===== src/pkg/spm_pkg.sv =====
// Package: register map, field positions, reset values and timing for the serial port unit
package spm_pkg;
   // Register byte offsets
   localparam logic [7:0] CTRL_OFF   = 8'h00;
   localparam logic [7:0] STAT_OFF   = 8'h04;
   localparam logic [7:0] TXDATA_OFF = 8'h08;
   localparam logic [7:0] RXDATA_OFF = 8'h0c;
   localparam logic [7:0] CLKDIV_OFF = 8'h10;
   // Control register fields
   localparam int CTRL_PORT_EN_BIT   = 0;
   localparam int CTRL_MASTER_EN_BIT = 1;
   localparam int CTRL_MODE_LO_BIT   = 2;
   localparam int CTRL_MODE_HI_BIT   = 3;
   // Status register fields; done and fault are write one to clear, busy and transmit full are read only
   localparam int STAT_DONE_BIT      = 0;
   localparam int STAT_FAULT_BIT     = 1;
   localparam int STAT_BUSY_BIT      = 2;
   localparam int STAT_TXFULL_BIT    = 3;
   // Select pin mode codes
   localparam logic [1:0] MODE_3WIRE = 2'b00;
   localparam logic [1:0] MODE_4IN   = 2'b01;
   // Reset values
   localparam logic [3:0] CTRL_RST   = 4'h4;
   localparam logic [7:0] CLKDIV_RST = 8'h03;
   // Least select setup before first clock edge
   localparam int SEL_SETUP_CYC      = 2;
   typedef enum logic [1:0] {SPM_IDLE, SPM_LOAD, SPM_SHIFT} spm_state_t;
endpackage


===== src/pkg/spm_shift_if.sv =====
// Interface: byte exchange between the control logic and the shift engine
`timescale 1ns/1ps
interface spm_shift_if;
   logic       start;
   logic [7:0] tx_byte;
   logic       done;
   logic [7:0] rx_byte;
   logic       busy;
   modport ctrl (output start, output tx_byte, input done, input rx_byte, input busy);
   modport eng  (input start, input tx_byte, output done, output rx_byte, output busy);
endinterface


===== src/rtl/spm_shift.sv =====
// Shift engine: eight-bit full-duplex shifter for master and slave roles
`timescale 1ns/1ps
module spm_shift #(
   parameter int DIV_W = 8
) (
   input  wire logic             clk_sys,
   input  wire logic             srst,
   input  wire logic             ce,
   input  wire logic             enable,
   input  wire logic             master,
   input  wire logic             selected,
   input  wire logic             sel_fall,
   input  wire logic [DIV_W-1:0] div,
   input  wire logic             sck_in,
   input  wire logic             din,
   output logic                  sck_out,
   output logic                  dout,
   spm_shift_if.eng              sif
);
   // Divider must fit the low half of one register word
   if (DIV_W < 1 || DIV_W > 16) begin : g_div_chk
      $error("spm_shift: DIV_W out of range");
   end

   typedef struct packed {
      spm_pkg::spm_state_t st;
      logic [7:0]          sh;
      logic [2:0]          cnt;
      logic [DIV_W-1:0]    dcnt;
      logic                sck;
      logic                sck_d;
      logic                done;
      logic [7:0]          rx;
   } spm_eng_t;

   spm_eng_t s_r, s_nxt;
   logic     rise;
   logic     fall;

   assign rise = sck_in & ~s_r.sck_d;
   assign fall = ~sck_in & s_r.sck_d;

   // Sample on rising edge, shift on falling edge (mode 0 timing)
   always_comb begin
      s_nxt       = s_r;
      s_nxt.done  = 1'b0;
      s_nxt.sck_d = sck_in;
      if (!enable) begin
         s_nxt.st  = spm_pkg::SPM_IDLE;
         s_nxt.cnt = 3'h0;
         s_nxt.sck = 1'b0;
      end else if (master) begin
         unique case (s_r.st)
            spm_pkg::SPM_IDLE: begin
               s_nxt.sck = 1'b0;
               if (sif.start) begin
                  s_nxt.sh   = sif.tx_byte;
                  s_nxt.cnt  = 3'h0;
                  s_nxt.dcnt = div;
                  s_nxt.st   = spm_pkg::SPM_SHIFT;
               end
            end
            spm_pkg::SPM_LOAD,
            spm_pkg::SPM_SHIFT: begin
               if (s_r.dcnt != '0) begin
                  s_nxt.dcnt = s_r.dcnt - 1'b1;
               end else begin
                  s_nxt.dcnt = div;
                  s_nxt.sck  = ~s_r.sck;
                  if (!s_r.sck) begin
                     // Rising edge only samples, so data out holds steady across the far side's sample
                     s_nxt.rx[0] = din;
                  end else begin
                     s_nxt.sh  = {s_r.sh[6:0], s_r.rx[0]};
                     s_nxt.cnt = s_r.cnt + 3'h1;
                     if (s_r.cnt == 3'h7) begin
                        s_nxt.done = 1'b1;
                        s_nxt.rx   = {s_r.sh[6:0], s_r.rx[0]};
                        s_nxt.st   = spm_pkg::SPM_IDLE;
                     end
                  end
               end
            end
            default: s_nxt.st = spm_pkg::SPM_IDLE;
         endcase
      end else begin
         s_nxt.sck = 1'b0;
         if (sel_fall) begin
            s_nxt.cnt = 3'h0;
         end
         if (sif.start && s_r.cnt == 3'h0 && !s_r.sck_d) begin
            s_nxt.sh = sif.tx_byte;
         end
         // Unselected slave ignores clock activity
         if (selected && rise) begin
            s_nxt.rx[0] = din;
         end
         if (selected && fall) begin
            s_nxt.sh  = {s_r.sh[6:0], s_r.rx[0]};
            s_nxt.cnt = s_r.cnt + 3'h1;
            if (s_r.cnt == 3'h7) begin
               s_nxt.done = 1'b1;
               s_nxt.rx   = {s_r.sh[6:0], s_r.rx[0]};
            end
         end
      end
   end

   always_ff @(posedge clk_sys) begin
      if (srst) begin
         s_r <= '0;
      end else if (ce) begin
         s_r <= s_nxt;
      end
   end

   assign sck_out  = s_r.sck;
   assign dout     = s_r.sh[7];
   assign sif.done = s_r.done;
   assign sif.rx_byte = s_r.rx;
   assign sif.busy = (s_r.st != spm_pkg::SPM_IDLE) || (!master && s_r.cnt != 3'h0);
endmodule


===== src/rtl/spm_port.sv =====
// Serial port unit top: AXI4-Lite registers, pin direction control and select handling
//
// The implementer's own choices: the AXI4-Lite slave port and the register offsets.
`timescale 1ns/1ps
module spm_port #(
   parameter int DIV_W = 8
) (
   input  wire logic        clk_sys,
   input  wire logic        srst,
   input  wire logic        ce,
   // AXI4-Lite slave
   input  wire logic [7:0]  s_axi_awaddr,
   input  wire logic        s_axi_awvalid,
   output logic             s_axi_awready,
   input  wire logic [31:0] s_axi_wdata,
   input  wire logic [3:0]  s_axi_wstrb,
   input  wire logic        s_axi_wvalid,
   output logic             s_axi_wready,
   output logic [1:0]       s_axi_bresp,
   output logic             s_axi_bvalid,
   input  wire logic        s_axi_bready,
   input  wire logic [7:0]  s_axi_araddr,
   input  wire logic        s_axi_arvalid,
   output logic             s_axi_arready,
   output logic [31:0]      s_axi_rdata,
   output logic [1:0]       s_axi_rresp,
   output logic             s_axi_rvalid,
   input  wire logic        s_axi_rready,
   // Serial pins, enables low while driving
   input  wire logic        mosi_i,
   output logic             mosi_o,
   output logic             mosi_oe_n,
   input  wire logic        miso_i,
   output logic             miso_o,
   output logic             miso_oe_n,
   input  wire logic        sck_i,
   output logic             sck_o,
   output logic             sck_oe_n,
   input  wire logic        sel_n_i,
   output logic             sel_n_o,
   output logic             sel_n_oe_n,
   output logic             sel_pin_routed
);
   // Divider must fit the low half of one register word
   if (DIV_W < 1 || DIV_W > 16) begin : g_div_chk
      $error("spm_port: DIV_W out of range");
   end

   typedef struct packed {
      logic             aw_got;
      logic [7:0]       aw_addr;
      logic             w_got;
      logic [31:0]      w_data;
      logic [3:0]       w_strb;
      logic             bvalid;
      logic [1:0]       bresp;
      logic             rvalid;
      logic [31:0]      rdata;
      logic [1:0]       rresp;
      logic [3:0]       ctrl;
      logic             done_f;
      logic             fault_f;
      logic [7:0]       txbuf;
      logic             txfull;
      logic             start;
      logic [7:0]       rxbuf;
      logic [DIV_W-1:0] div;
      logic [1:0]       sck_s;
      logic [1:0]       mosi_s;
      logic [1:0]       miso_s;
      logic [1:0]       sel_s;
      logic             sel_d;
      logic             mosi_o;
      logic             mosi_oe_n;
      logic             miso_o;
      logic             miso_oe_n;
      logic             sck_o;
      logic             sck_oe_n;
      logic             sel_o;
      logic             sel_oe_n;
      logic             routed;
   } spm_top_t;

   spm_top_t    r, n;
   spm_shift_if sif ();
   logic        en;
   logic        mst;
   logic        selected;
   logic        sel_fall;
   logic        eng_sck;
   logic        eng_dout;
   logic        wr_go;
   logic        rd_go;

   assign en  = r.ctrl[spm_pkg::CTRL_PORT_EN_BIT];
   assign mst = r.ctrl[spm_pkg::CTRL_MASTER_EN_BIT];
   // Only the second synchroniser stage feeds logic
   assign sel_fall = r.sel_d & ~r.sel_s[1];
   // Three-line slave is always selected
   assign selected = (r.ctrl[3:2] == spm_pkg::MODE_3WIRE) ? 1'b1 : ~r.sel_s[1];

   spm_shift #(.DIV_W(DIV_W)) u_eng (
      .clk_sys  (clk_sys),
      .srst     (srst),
      .ce       (ce),
      .enable   (en),
      .master   (mst),
      .selected (selected),
      .sel_fall (sel_fall & (r.ctrl[3:2] == spm_pkg::MODE_4IN)),
      .div      (r.div),
      .sck_in   (r.sck_s[1]),
      .din      (mst ? r.miso_s[1] : r.mosi_s[1]),
      .sck_out  (eng_sck),
      .dout     (eng_dout),
      .sif      (sif)
   );

   assign sif.start   = r.start;
   assign sif.tx_byte = r.txbuf;
   assign wr_go = r.aw_got && r.w_got && !r.bvalid;
   assign rd_go = s_axi_arvalid && !r.rvalid;

   function automatic logic [31:0] wmask(input logic [31:0] old, input logic [31:0] d, input logic [3:0] st);
      logic [31:0] res;
      res = old;
      for (int i = 0; i < 4; i++) begin
         if (st[i]) res[i*8 +: 8] = d[i*8 +: 8];
      end
      return res;
   endfunction

   // Bus handling, register effects and pin drive
   always_comb begin
      logic [31:0] wv;
      wv = '0;
      n = r;
      n.sck_s  = {r.sck_s[0], sck_i};
      n.mosi_s = {r.mosi_s[0], mosi_i};
      n.miso_s = {r.miso_s[0], miso_i};
      n.sel_s  = {r.sel_s[0], sel_n_i};
      n.sel_d  = r.sel_s[1];
      n.start  = 1'b0;
      // Address and data taken in either order
      if (s_axi_awvalid && !r.aw_got) begin
         n.aw_got  = 1'b1;
         n.aw_addr = s_axi_awaddr;
      end
      if (s_axi_wvalid && !r.w_got) begin
         n.w_got  = 1'b1;
         n.w_data = s_axi_wdata;
         n.w_strb = s_axi_wstrb;
      end
      // Address and data slots stay full until the response is taken, so no write overtakes it
      if (r.bvalid && s_axi_bready) begin
         n.bvalid = 1'b0;
         n.aw_got = 1'b0;
         n.w_got  = 1'b0;
      end
      if (r.rvalid && s_axi_rready) n.rvalid = 1'b0;
      // Engine events; hardware set wins over software clear below
      if (sif.done) begin
         n.rxbuf = sif.rx_byte;
      end
      // Hand transmit buffer to the idle shifter
      if (r.txfull && !sif.busy && !r.start && en) begin
         n.start  = 1'b1;
         n.txfull = 1'b0;
      end
      if (wr_go) begin
         n.bvalid = 1'b1;
         n.bresp  = 2'b00;
         unique case (r.aw_addr)
            spm_pkg::CTRL_OFF: begin
               wv = wmask({28'h0, r.ctrl}, r.w_data, r.w_strb);
               n.ctrl = wv[3:0];
            end
            spm_pkg::STAT_OFF: begin
               if (r.w_strb[0] && r.w_data[spm_pkg::STAT_DONE_BIT]) n.done_f = 1'b0;
               if (r.w_strb[0] && r.w_data[spm_pkg::STAT_FAULT_BIT]) n.fault_f = 1'b0;
            end
            spm_pkg::TXDATA_OFF: begin
               // Write while buffer full is dropped
               if (r.w_strb[0] && !r.txfull) begin
                  n.txbuf  = r.w_data[7:0];
                  n.txfull = 1'b1;
               end
            end
            spm_pkg::CLKDIV_OFF: begin
               wv = wmask({{(32-DIV_W){1'b0}}, r.div}, r.w_data, r.w_strb);
               n.div = wv[DIV_W-1:0];
            end
            default: n.bresp = 2'b10;
         endcase
      end
      if (sif.done) n.done_f = 1'b1;
      // Multi-master: falling select drops master and port enables
      if (en && mst && r.ctrl[3:2] == spm_pkg::MODE_4IN && sel_fall) begin
         n.fault_f = 1'b1;
         n.ctrl[spm_pkg::CTRL_MASTER_EN_BIT] = 1'b0;
         n.ctrl[spm_pkg::CTRL_PORT_EN_BIT]   = 1'b0;
      end
      if (rd_go) begin
         n.rvalid = 1'b1;
         n.rresp  = 2'b00;
         unique case (s_axi_araddr)
            spm_pkg::CTRL_OFF:   n.rdata = {28'h0, r.ctrl};
            spm_pkg::STAT_OFF:   n.rdata = {28'h0, r.txfull, sif.busy, r.fault_f, r.done_f};
            spm_pkg::TXDATA_OFF: n.rdata = {24'h0, r.txbuf};
            spm_pkg::RXDATA_OFF: n.rdata = {24'h0, r.rxbuf};
            spm_pkg::CLKDIV_OFF: n.rdata = {{(32-DIV_W){1'b0}}, r.div};
            default: begin
               n.rdata = 32'h0;
               n.rresp = 2'b10;
            end
         endcase
      end
      // Pin directions follow role, enable and select
      n.mosi_o    = eng_dout;
      n.mosi_oe_n = ~(en & mst);
      n.sck_o     = eng_sck;
      n.sck_oe_n  = ~(en & mst);
      n.miso_o    = eng_dout;
      n.miso_oe_n = ~(en & ~mst & selected);
      n.sel_o     = r.ctrl[spm_pkg::CTRL_MODE_LO_BIT];
      n.sel_oe_n  = ~r.ctrl[spm_pkg::CTRL_MODE_HI_BIT];
      n.routed    = (r.ctrl[3:2] != spm_pkg::MODE_3WIRE);
   end

   always_ff @(posedge clk_sys) begin
      if (srst) begin
         r           <= '0;
         r.ctrl      <= spm_pkg::CTRL_RST;
         r.div       <= DIV_W'(spm_pkg::CLKDIV_RST);
         r.sel_s     <= 2'b11;
         r.sel_d     <= 1'b1;
         r.mosi_oe_n <= 1'b1;
         r.miso_oe_n <= 1'b1;
         r.sck_oe_n  <= 1'b1;
         r.sel_o     <= 1'b1;
         r.sel_oe_n  <= 1'b1;
         r.routed    <= 1'b1;
      end else if (ce) begin
         r <= n;
      end
   end

   assign s_axi_awready  = ~r.aw_got;
   assign s_axi_wready   = ~r.w_got;
   assign s_axi_bvalid   = r.bvalid;
   assign s_axi_bresp    = r.bresp;
   assign s_axi_arready  = ~r.rvalid;
   assign s_axi_rvalid   = r.rvalid;
   assign s_axi_rdata    = r.rdata;
   assign s_axi_rresp    = r.rresp;
   assign mosi_o         = r.mosi_o;
   assign mosi_oe_n      = r.mosi_oe_n;
   assign miso_o         = r.miso_o;
   assign miso_oe_n      = r.miso_oe_n;
   assign sck_o          = r.sck_o;
   assign sck_oe_n       = r.sck_oe_n;
   assign sel_n_o        = r.sel_o;
   assign sel_n_oe_n     = r.sel_oe_n;
   assign sel_pin_routed = r.routed;
endmodule


===== config.mk =====
export PLATFORM = sky130hd
export DESIGN_NAME = spm_port
export DESIGN_NICKNAME = d
export VERILOG_FILES = /design/src/pkg/spm_pkg.sv /design/src/pkg/spm_shift_if.sv /design/src/rtl/spm_shift.sv /design/src/rtl/spm_port.sv
export SDC_FILE = /design/constraint.sdc
export NUM_CORES = 1
export LEC_CHECK = 0
export BUFFER_PORTS_ARGS = -buffer_cell sky130_fd_sc_hd__buf_2
export CAP_MARGIN = 20
export CORE_MARGIN = 2
export CORE_UTILIZATION = 50
export CTS_CLUSTER_SIZE = 8
export DETAILED_ROUTE_END_ITERATION = 8
export PLACE_DENSITY = 0.74
export SKIP_CTS_REPAIR_TIMING = 1
export SLEW_MARGIN = 25
export SYNTH_ARGS = -nofsm -noshare
export SYNTH_HDL_FRONTEND = slang
export SYNTH_HIERARCHICAL = 1
export SYNTH_SLANG_ARGS = --single-unit

===== constraint.sdc =====
create_clock -name clk_sys -period 2.3 [get_ports clk_sys]
set_input_delay 0.115 -clock clk_sys [delete_from_list [all_inputs] [get_ports clk_sys]]
set_output_delay 0.115 -clock clk_sys [all_outputs]
set_load 0.005 [all_outputs]

* After elaboration in Yosys (flattened, before gate mapping) *
Index checks and enable logic that the tools add are counted.

cells by class
  bitwise logic cells = 18
  reductions and logical operators = 81
  $add $sub $neg = 2
  mux-type cells = 52
  eq/ne operators = 32

operator list
  kind                                                                    number
  9-bit two-way mux                                                       10
  20-bit case mux with 2 select lines                                     1
  8-bit case mux with 5 select lines                                      1
  13-bit two-way mux                                                      3
  37-bit two-way mux                                                      1
  35-bit two-way mux                                                      1
  2-bit nonzero test                                                      17
  8-bit by 4-bit equality test with 1-bit output (second input constant)  3
  8-bit two-way mux                                                       3
  4-bit AND reduction                                                     6
  11-bit two-way mux                                                      2
  1-bit logical AND                                                       21
  21-bit two-way mux                                                      1
  2-bit two-way mux                                                       10
  3-bit != test (second input constant)                                   6
  2-bit AND reduction                                                     9
  6-bit AND reduction                                                     3
  8-bit by 3-bit equality test with 1-bit output (second input constant)  2
  8-bit by 5-bit equality test with 1-bit output (second input constant)  2
  8-bit zero test                                                         2
  1-bit two-way mux                                                       15
  1-bit NOT                                                               11
  1-bit zero test                                                         9
  3-bit two-way mux                                                       3
  27 further kinds                                                        43

word-level totals
  word-level logic and storage cells = 225
  input bits = 64
  register bits after elaboration = 164
  output and inout port bits = 50

* Depth between registers and ports, before layout *
Gate-level depths: netlist of the first run.

  depth after elaboration = 12
  gate-level depth with buffers = 7
  mapped depth without buffers = 7

* Cells and area by module *
Netlist of the first run, hierarchy kept.

modules (own cells, without submodules)
  module     area each (µm²)  cells each  instances  sequential area each (µm²)
  spm_port   3560.9           392         1          1581.5
  spm_shift  2119.5           253         1          620.6

* Least setup slack after synthesis of the first run *
Ideal clock, no wire load.

  kind = register to register
  from = reg r[49] (netlist bit)
  to = reg u_eng.s_r (netlist bit u_eng/sif.rx_byte[1])
  data arrival time = 1.882 ns
  setup slack = 0.297 ns
  clock period less this slack = 2.003 ns
  setup time = 0.121 ns
  buffers on the path = 0
  data required time = 2.179 ns
  stages on the path, launching flop included = 6
  path through = dfxtp_1 o21ai_0 and3b_1 nor2_1 a2111oi_4 mux2_2

between the ends
  cells in the longest elaborated chain, start to end = 5

RTL lines
  what                           line              RTL
  start, declared                spm_port.sv:84    spm_top_t r, n;
  start signal, assigned         spm_port.sv:243   r <= n;
  2-bit zero test                spm_port.sv:100   assign selected = (r.ctrl[3:2] == spm_pkg::MODE_3WIRE) ? 1'b1 : ~r.sel_s[1];
  1-bit two-way mux              spm_port.sv:100
  via selected                   spm_port.sv:88    logic selected;
  1-bit logical AND              spm_shift.sv:98   if (selected && fall) begin
  2-bit nonzero test (no line)   --
  8-bit AND reduction (no line)  --
  end signal, assigned           spm_shift.sv:113  s_r <= s_nxt;
  end, declared                  spm_shift.sv:36   spm_eng_t s_r, s_nxt;

The timed path passes the listed nets, and every way through them passes these cells.
A chain may end at the register's enable or synchronous reset.

* Final worst setup path of the first run *
  from = reg u_eng/s_r[11] (netlist bit)
  to = reg u_eng/s_r[22] (netlist bit)

between the ends
  cells in the longest elaborated chain, start to end = 3

RTL lines
  what                           line             RTL
  8-bit nonzero test             spm_shift.sv:65  if (s_r.dcnt != '0) begin
  3-bit != test (no line)        --
  7-bit AND reduction (no line)  --

No other way between the ends.

==> results of run 1 <==
-- Yosys cell counts, types with 5 or more instances --
library cell	instances	area, um2
dfxtp_1	110	2202
nand2_1	64	240.2
nor2_1	60	225.2
a21oi_1	55	275.3
buf_4	48	360.4
mux2i_1	41	410.4
o21ai_0	27	135.1
nor2b_1	23	143.9
clkbuf_1	17	63.81
nand3_1	17	85.08
mux2_2	16	180.2
nand2b_1	12	75.07
inv_1	11	41.29
nor3_1	11	55.05
buf_2	9	45.04
and3_1	6	37.54
nand4_1	6	37.54
or4_1	6	45.04
a211o_1	5	43.79
a211oi_1	5	37.54
buf_1	5	18.77
ha_1	5	62.56
nor4_1	5	31.28
-- layout by cell type, fill, tap and decap left out, types with 5 or more instances in the layout --
cell / n
nor4_1: 5
buf_2: 59
a21oi_1: 55
clkbuf_16: 9
ha_1: 5
nand2_1: 64
inv_1: 11
nor2_1: 60
nand2b_1: 12
conb_1: 26
nand4_1: 6
mux2_2: 16
o21ai_0: 26
a211o_1: 5
mux2i_1: 41
nor3_1: 11
buf_4: 22
nand3_1: 17
dfxtp_1: 110
or4_1: 6
and3_1: 6
nor2b_1: 23
a211oi_1: 5
-- per-stage QoR --
step	instances	setup slack, ns
after global placement	808	0.1866
final	826	0.1918
after global routing	826	0.03371
after CTS	824	0.1057
after floorplan	670	0.2970
after detailed placement	808	0.1163
-- power by group through the flow --
stage	Sequential [mW]	Clock, mW	Combinational [mW]
5_1_grt	1.97	1.65	0.268
2_1_floorplan	2.00	0	0.197
3_5_place_dp	2.01	0	0.238
4_1_cts	1.96	1.57	0.239
3_3_place_gp	2.01	0	0.229
6_report	1.97	1.55	0.242
-- worst max-delay path: stages, from the launching register on --
cell and delay [ns]:
dfxtp_1 0.33, inv_1 0.10, ha_1 0.21, or4b_4 0.52, o21ai_1 0.25, o311ai_4 0.23, mux2_2 0.34
-- worst max-delay path by stage --
stage / end / slack [ns] / start
5_1_grt: u_eng/s_r[12]$_SDFFE_PP0P_ / 0.03 / u_eng/s_r[11]$_SDFFE_PP0P_
4_1_cts: u_eng/s_r[22]$_SDFFE_PP0P_ / 0.11 / u_eng/s_r[11]$_SDFFE_PP0P_
2_1_floorplan: u_eng/sif.rx_byte[1]$_SDFFE_PP0P_ / 0.30 / r[49]$_SDFFE_PP0P_
6_report: u_eng/s_r[22]$_SDFFE_PP0P_ / 0.19 / u_eng/s_r[11]$_SDFFE_PP0P_
3_3_place_gp: u_eng/s_r[26]$_SDFFE_PP0P_ / 0.19 / u_eng/s_r[11]$_SDFFE_PP0P_
3_5_place_dp: u_eng/s_r[22]$_SDFFE_PP0P_ / 0.12 / u_eng/s_r[11]$_SDFFE_PP0P_
-- registers in the layout, summed over array words and instances, names as in the netlist, 6 cells and up --
name,flops
u_eng/sif.rx_byte,8
u_eng/s_r,20
s_axi_rdata,8
r,43
sif.tx_byte,8
n,6
-- per-layer routing --
layer,wire (um),up-vias,global-route usage [%],part of all wire (%)
met3,1093,29,5.928,8.2
li1,-,2282,-,-
met1,5881,2290,28.87,44
met5,0,-,0,0
met4,310,0,7.250,2.3
met2,6083,203,34.85,46
-- final cells by class --
class / count / area share, %
multi-input combinational: 466 / 48.53
sequential: 110 / 35.46
timing repair buffer: 83 / 7.736
clock buffer: 9 / 3.626
tap: 140 / 2.820
clock inverter: 7 / 1.168
inverter: 11 / 0.6648
-- kinds of logic after synthesis --
family / share of synthesized area [%]
flip-flops: 38.77
buffers and inverters: 10.00
AO/OA/AOI/OAI: 14.60
adder cells (fa/ha/maj): 1.101
multiplexers: 11.98
other: 0.06602
AND/OR/NAND/NOR: 23.48
==> results.toml, run 1 <==
[global_routing]
globalRouteTotalUtil_pct = 21.90
grt_max_degree = 59
grt_pass1_vias = 4509
gr-total-overflow = 0
grt_antenna_before_repair = 0
grt_pass1_wl_mm = 22.14

[place]
placed_cell_area_mm2 = 0.005883
place_hpwl_mm = 9.819
port_buffers = 60
place_congestion = 0.8704

[pwr]
p_switching_mw = 0.8768
power_mw = 3.756
p_int_mw = 2.879
p_per_area_mw_per_mm2 = 604.7
p_seq_share_pct = 52.3
swShare_pct = 23.34
power.share.clock_pct = 41.2
pwr-share-comb_pct = 6.4
ir_drop_mv = 0.4796
leakage_nw = 2.589

[clock_network]
h-tree-depth = 3
cts_tree = "done"
cts_buffers = 9
clk_root_buffer_cell = "clkbuf_16"
clock-sinks = 110
clk_pin_slew_ns = 0.07
cts_buffer_depth = 2
insertion_delay_ns = 0.35

[yosys]
synthesis.area_mm2 = 0.005680
synthFlopType = "dfxtp_1"
syn_inst = 645
synth-warning-count = 6
async_flop_share_pct = 0
ys_seq_area_share_pct = 38.77
synth_edf_count = 0
ys_seq_elements = 110
avgSynthCellArea_um2 = 8.807
post_synth_num_cell_types = 70

[timing]
fin_worst_skew_ns = 0.006811
max_freq_ghz = 0.4743
slew_headroom_pct = 52.89
period_share_pct = 91.66
final_hold_viol_count = 3
hold_ws_ns = -0.003359
tns_ns = 0
setup_viol = 0
worst_pin_slew_ns = 0.7052
rsz0062_at_grt = "no"
fin_crit_ns = 2.108
slew_viol_final = 0

[setup_path]
arrival_ns = 2.34
startpoint_type = "register"
critPathCaptureType = "register"
timing.rr.start = "u_eng/s_r[11]$_SDFFE_PP0P_"
reg2reg_depth = 6
rrSetupSlack_ns = 0.19
cp_max_fo = 8
crit_required_ns = 2.54
worstReg2RegEnd = "u_eng/s_r[22]$_SDFFE_PP0P_"
critPathKind = "reg2reg"

[final_layout]
regArea_mm2 = 0.002202
multi_input_area_mm2 = 0.003014
synthToLayoutAreaGrowth_pct = 9.339
utilization_pct = 56.55
final_layout_size_suffix_gt1_share_pct = 19.53
post-route-cell-area_mm2 = 0.006211
antenna_cells = 0
fillers = 977
finalNetCount = 750

[hold_path]
min_to = "r[99]$_SDFFE_PP0P_"
hold_depth = 3
hold_path_class = "in2reg"
min_from = "s_axi_wdata[7]"

[die]
design.core.area_mm2 = 0.01098
rows = 38
dieArea_mm2 = 0.01223
ios = 114
die_h_um = 110.6
die_w_um = 110.6
start_util_pct = 51.72

[route]
ant_nets = 0
via_per_inst = 5.816
post_drt_wl_per_cell_um = 16.18
drtIter0Drc = 479
vias = 4804
drt_first_pass_iters = 5
wirelength_mm = 13.37
drcViolationCount = 0

[run_status]
failed_checks = "negative hold slack"
outcome = "finished with violations"

[flow_run]
drv_cap = 0
Power figures use the tool's default switching activity.
==> inputs of run 2 (changes only) <==
--- a/config.mk
+++ b/config.mk
@@ -7,11 +7,13 @@
 export LEC_CHECK = 0
 export BUFFER_PORTS_ARGS = -buffer_cell sky130_fd_sc_hd__buf_2
 export CAP_MARGIN = 20
+export CELL_PAD_IN_SITES_DETAIL_PLACEMENT = 1
+export CELL_PAD_IN_SITES_GLOBAL_PLACEMENT = 2
 export CORE_MARGIN = 2
-export CORE_UTILIZATION = 50
+export CORE_UTILIZATION = 33
 export CTS_CLUSTER_SIZE = 8
 export DETAILED_ROUTE_END_ITERATION = 8
-export PLACE_DENSITY = 0.74
+export PLACE_DENSITY_LB_ADDON = 0.1
 export SKIP_CTS_REPAIR_TIMING = 1
 export SLEW_MARGIN = 25
 export SYNTH_ARGS = -nofsm -noshare
==> run 2 against run 1 <==
Effect of this change: the flow still finishes with violations (negative hold slack); utilization fell by 19 points; clock-buffer cell count rose by 1; sequential share of layout area fell by 0.64 points; global-route usage fell by 3.6 points; flip-flop and latch count did not move.
==> results.toml, run 2 (same netlist as run 1, synthesis figures left out) <==
[run_status]
outcome = "finished with violations"
failed_checks = "negative hold slack"

[timing]
rsz0062_at_grt = "no"
fin_crit_ns = 2.150
period_share_pct = 93.48
hold_ws_ns = -0.009087
max_freq_ghz = 0.4651
final_hold_viol_count = 8
tns_ns = 0
slew_viol_final = 0
slew_headroom_pct = 53.11
setup_viol = 0
worst_pin_slew_ns = 0.7008
fin_worst_skew_ns = 0.007443

[clock_network]
cts_tree = "done"
insertion_delay_ns = 0.35
clock-sinks = 110
clk_pin_slew_ns = 0.07
cts_buffers = 9
h-tree-depth = 3
cts_buffer_depth = 2
clk_root_buffer_cell = "clkbuf_16"

[final_layout]
fin_cells = 909
utilization_pct = 37.87
top_register = "r"
post-route-cell-area_mm2 = 0.006325
final_cell_mix = "dfxtp_1 (110), nand2_1 (64), nor2_1 (60), buf_2 (59), a21oi_1 (55)"
synthToLayoutAreaGrowth_pct = 11.34
multi_input_area_mm2 = 0.003018
finalNetCount = 753
largest_registers = "r (43), u_eng/s_r (20)"
final_layout_size_suffix_gt1_share_pct = 19.88
fillers = 1994
largest_reg_flops = 43
regArea_mm2 = 0.002202
layout_commonest_cell = "dfxtp_1"
antenna_cells = 0

[pwr]
ir_drop_mv = 0.4396
p_per_area_mw_per_mm2 = 589.1
power_mw = 3.726
leakage_nw = 2.607

[setup_path]
path_cells = "inv_1 > ha_1 > nor2b_1 > o21bai_1 > mux4_2 > a221oi_1 > nor3_1"
startpoint_type = "register"
max_stage_delay_ns = 0.53
critPathCaptureType = "register"
cp_top_family = "compound AO/OA/AOI/OAI gates"
rrSetupSlack_ns = 0.15
cp_max_fo = 3
crit_required_ns = 2.51
critPathKind = "reg2reg"
arrival_ns = 2.36
crit_slowest_cell = "a221oi_1"
path_buf_inv = 1

[route]
post_drt_wl_per_cell_um = 17.79
wirelength_mm = 16.17
via_per_inst = 5.254
ant_nets = 0
vias = 4776
drcViolationCount = 0
drtIter0Drc = 186
drt_first_pass_iters = 6

[die]
rows = 47
dieArea_mm2 = 0.01828
die_h_um = 135.2
die_w_um = 135.2
ios = 114
start_util_pct = 34.01
design.core.area_mm2 = 0.01670

[global_routing]
grt_pass1_vias = 4749
grt_antenna_before_repair = 0
globalRouteTotalUtil_pct = 18.30
grt_pass1_wl_mm = 26.03
grt_max_degree = 44
gr-total-overflow = 0

[place]
place_hpwl_mm = 12.09
placed_cell_area_mm2 = 0.005991
place_congestion = 0.7984
dp_cells = 889
port_buffers = 60

[hold_path]
hold_path_class = "in2reg"

[flow_run]
drv_cap = 0
run 2: cell count changes in the layout (fill, tap and decap cells not counted), sizes merged:
cell         change
inv              +1
buf              +2
bufinv           -1
clkinvlp         -2
dlygate4sd3      +1
clkinv           +1
clkbuf           +1
run 2: worst paths after layout:
| check | start | endpoint | cells past startpoint |
|---|---|---|---|
| setup / recovery | u_eng/s_r[19]$_SDFFE_PP0P_ | s_axi_rdata[2]$_SDFFE_PP0P_ | 7 |
| hold / removal | s_axi_awaddr[2] | r[127]$_SDFFE_PP0P_ | 3 |
| setup reg to reg | u_eng/s_r[19]$_SDFFE_PP0P_ | s_axi_rdata[2]$_SDFFE_PP0P_ | 7 |
| hold reg to reg | u_eng/sif.rx_byte[7]$_SDFFE_PP0P_ | r[33]$_SDFFE_PP0P_ | 2 |
run 2: through the flow:
| step | worst slack (ns) | hold WS [ns] |
|---|---|---|
| 5_1_grt | 0.01065 | 0.001301 |
| 3_3_place_gp | 0.1138 | 0.3220 |
| 2_1_floorplan | 0.2970 | 0.2329 |
| 4_1_cts | 0.02887 | -0.02800 |
| 6_report | 0.1499 | -0.009087 |
| 3_5_place_dp | 0.04802 | 0.3409 |
run 2: cell type report:
class                   count  share of cell area [%]
multi-input cells         466                   47.72
flip-flops and latches    110                   34.82
repair buffers             86                   7.992
well taps                 220                   4.352
clock buffers              10                   3.778
clock inverters             6                  0.6924
inverters                  11                  0.6528
run 2: routing by layer:
| layer | vias to the layer above | routed length, um | GRT usage (%) |
|---|---|---|---|
| met1 | 2379 | 7682 | 24.97 |
| li1 | 2290 | - | - |
| met2 | 97 | 7564 | 29.84 |
| met5 | - | 0 | 0 |
| met4 | 0 | 149 | 4.109 |
| met3 | 10 | 770 | 3.891 |
run 2: report_power, final:
part           internal (mW)  switching (mW)
combinational         0.0982           0.154
clock                  0.773           0.734
sequential              1.94          0.0296
total                   2.81           0.918
run 2: worst register-to-register path, cell delays in order (launching register included):
cell and delay, ns:
dfxtp_1 0.33, inv_1 0.08, ha_1 0.15, nor2b_1 0.20
o21bai_1 0.16, mux4_2 0.47, a221oi_1 0.53, nor3_1 0.11
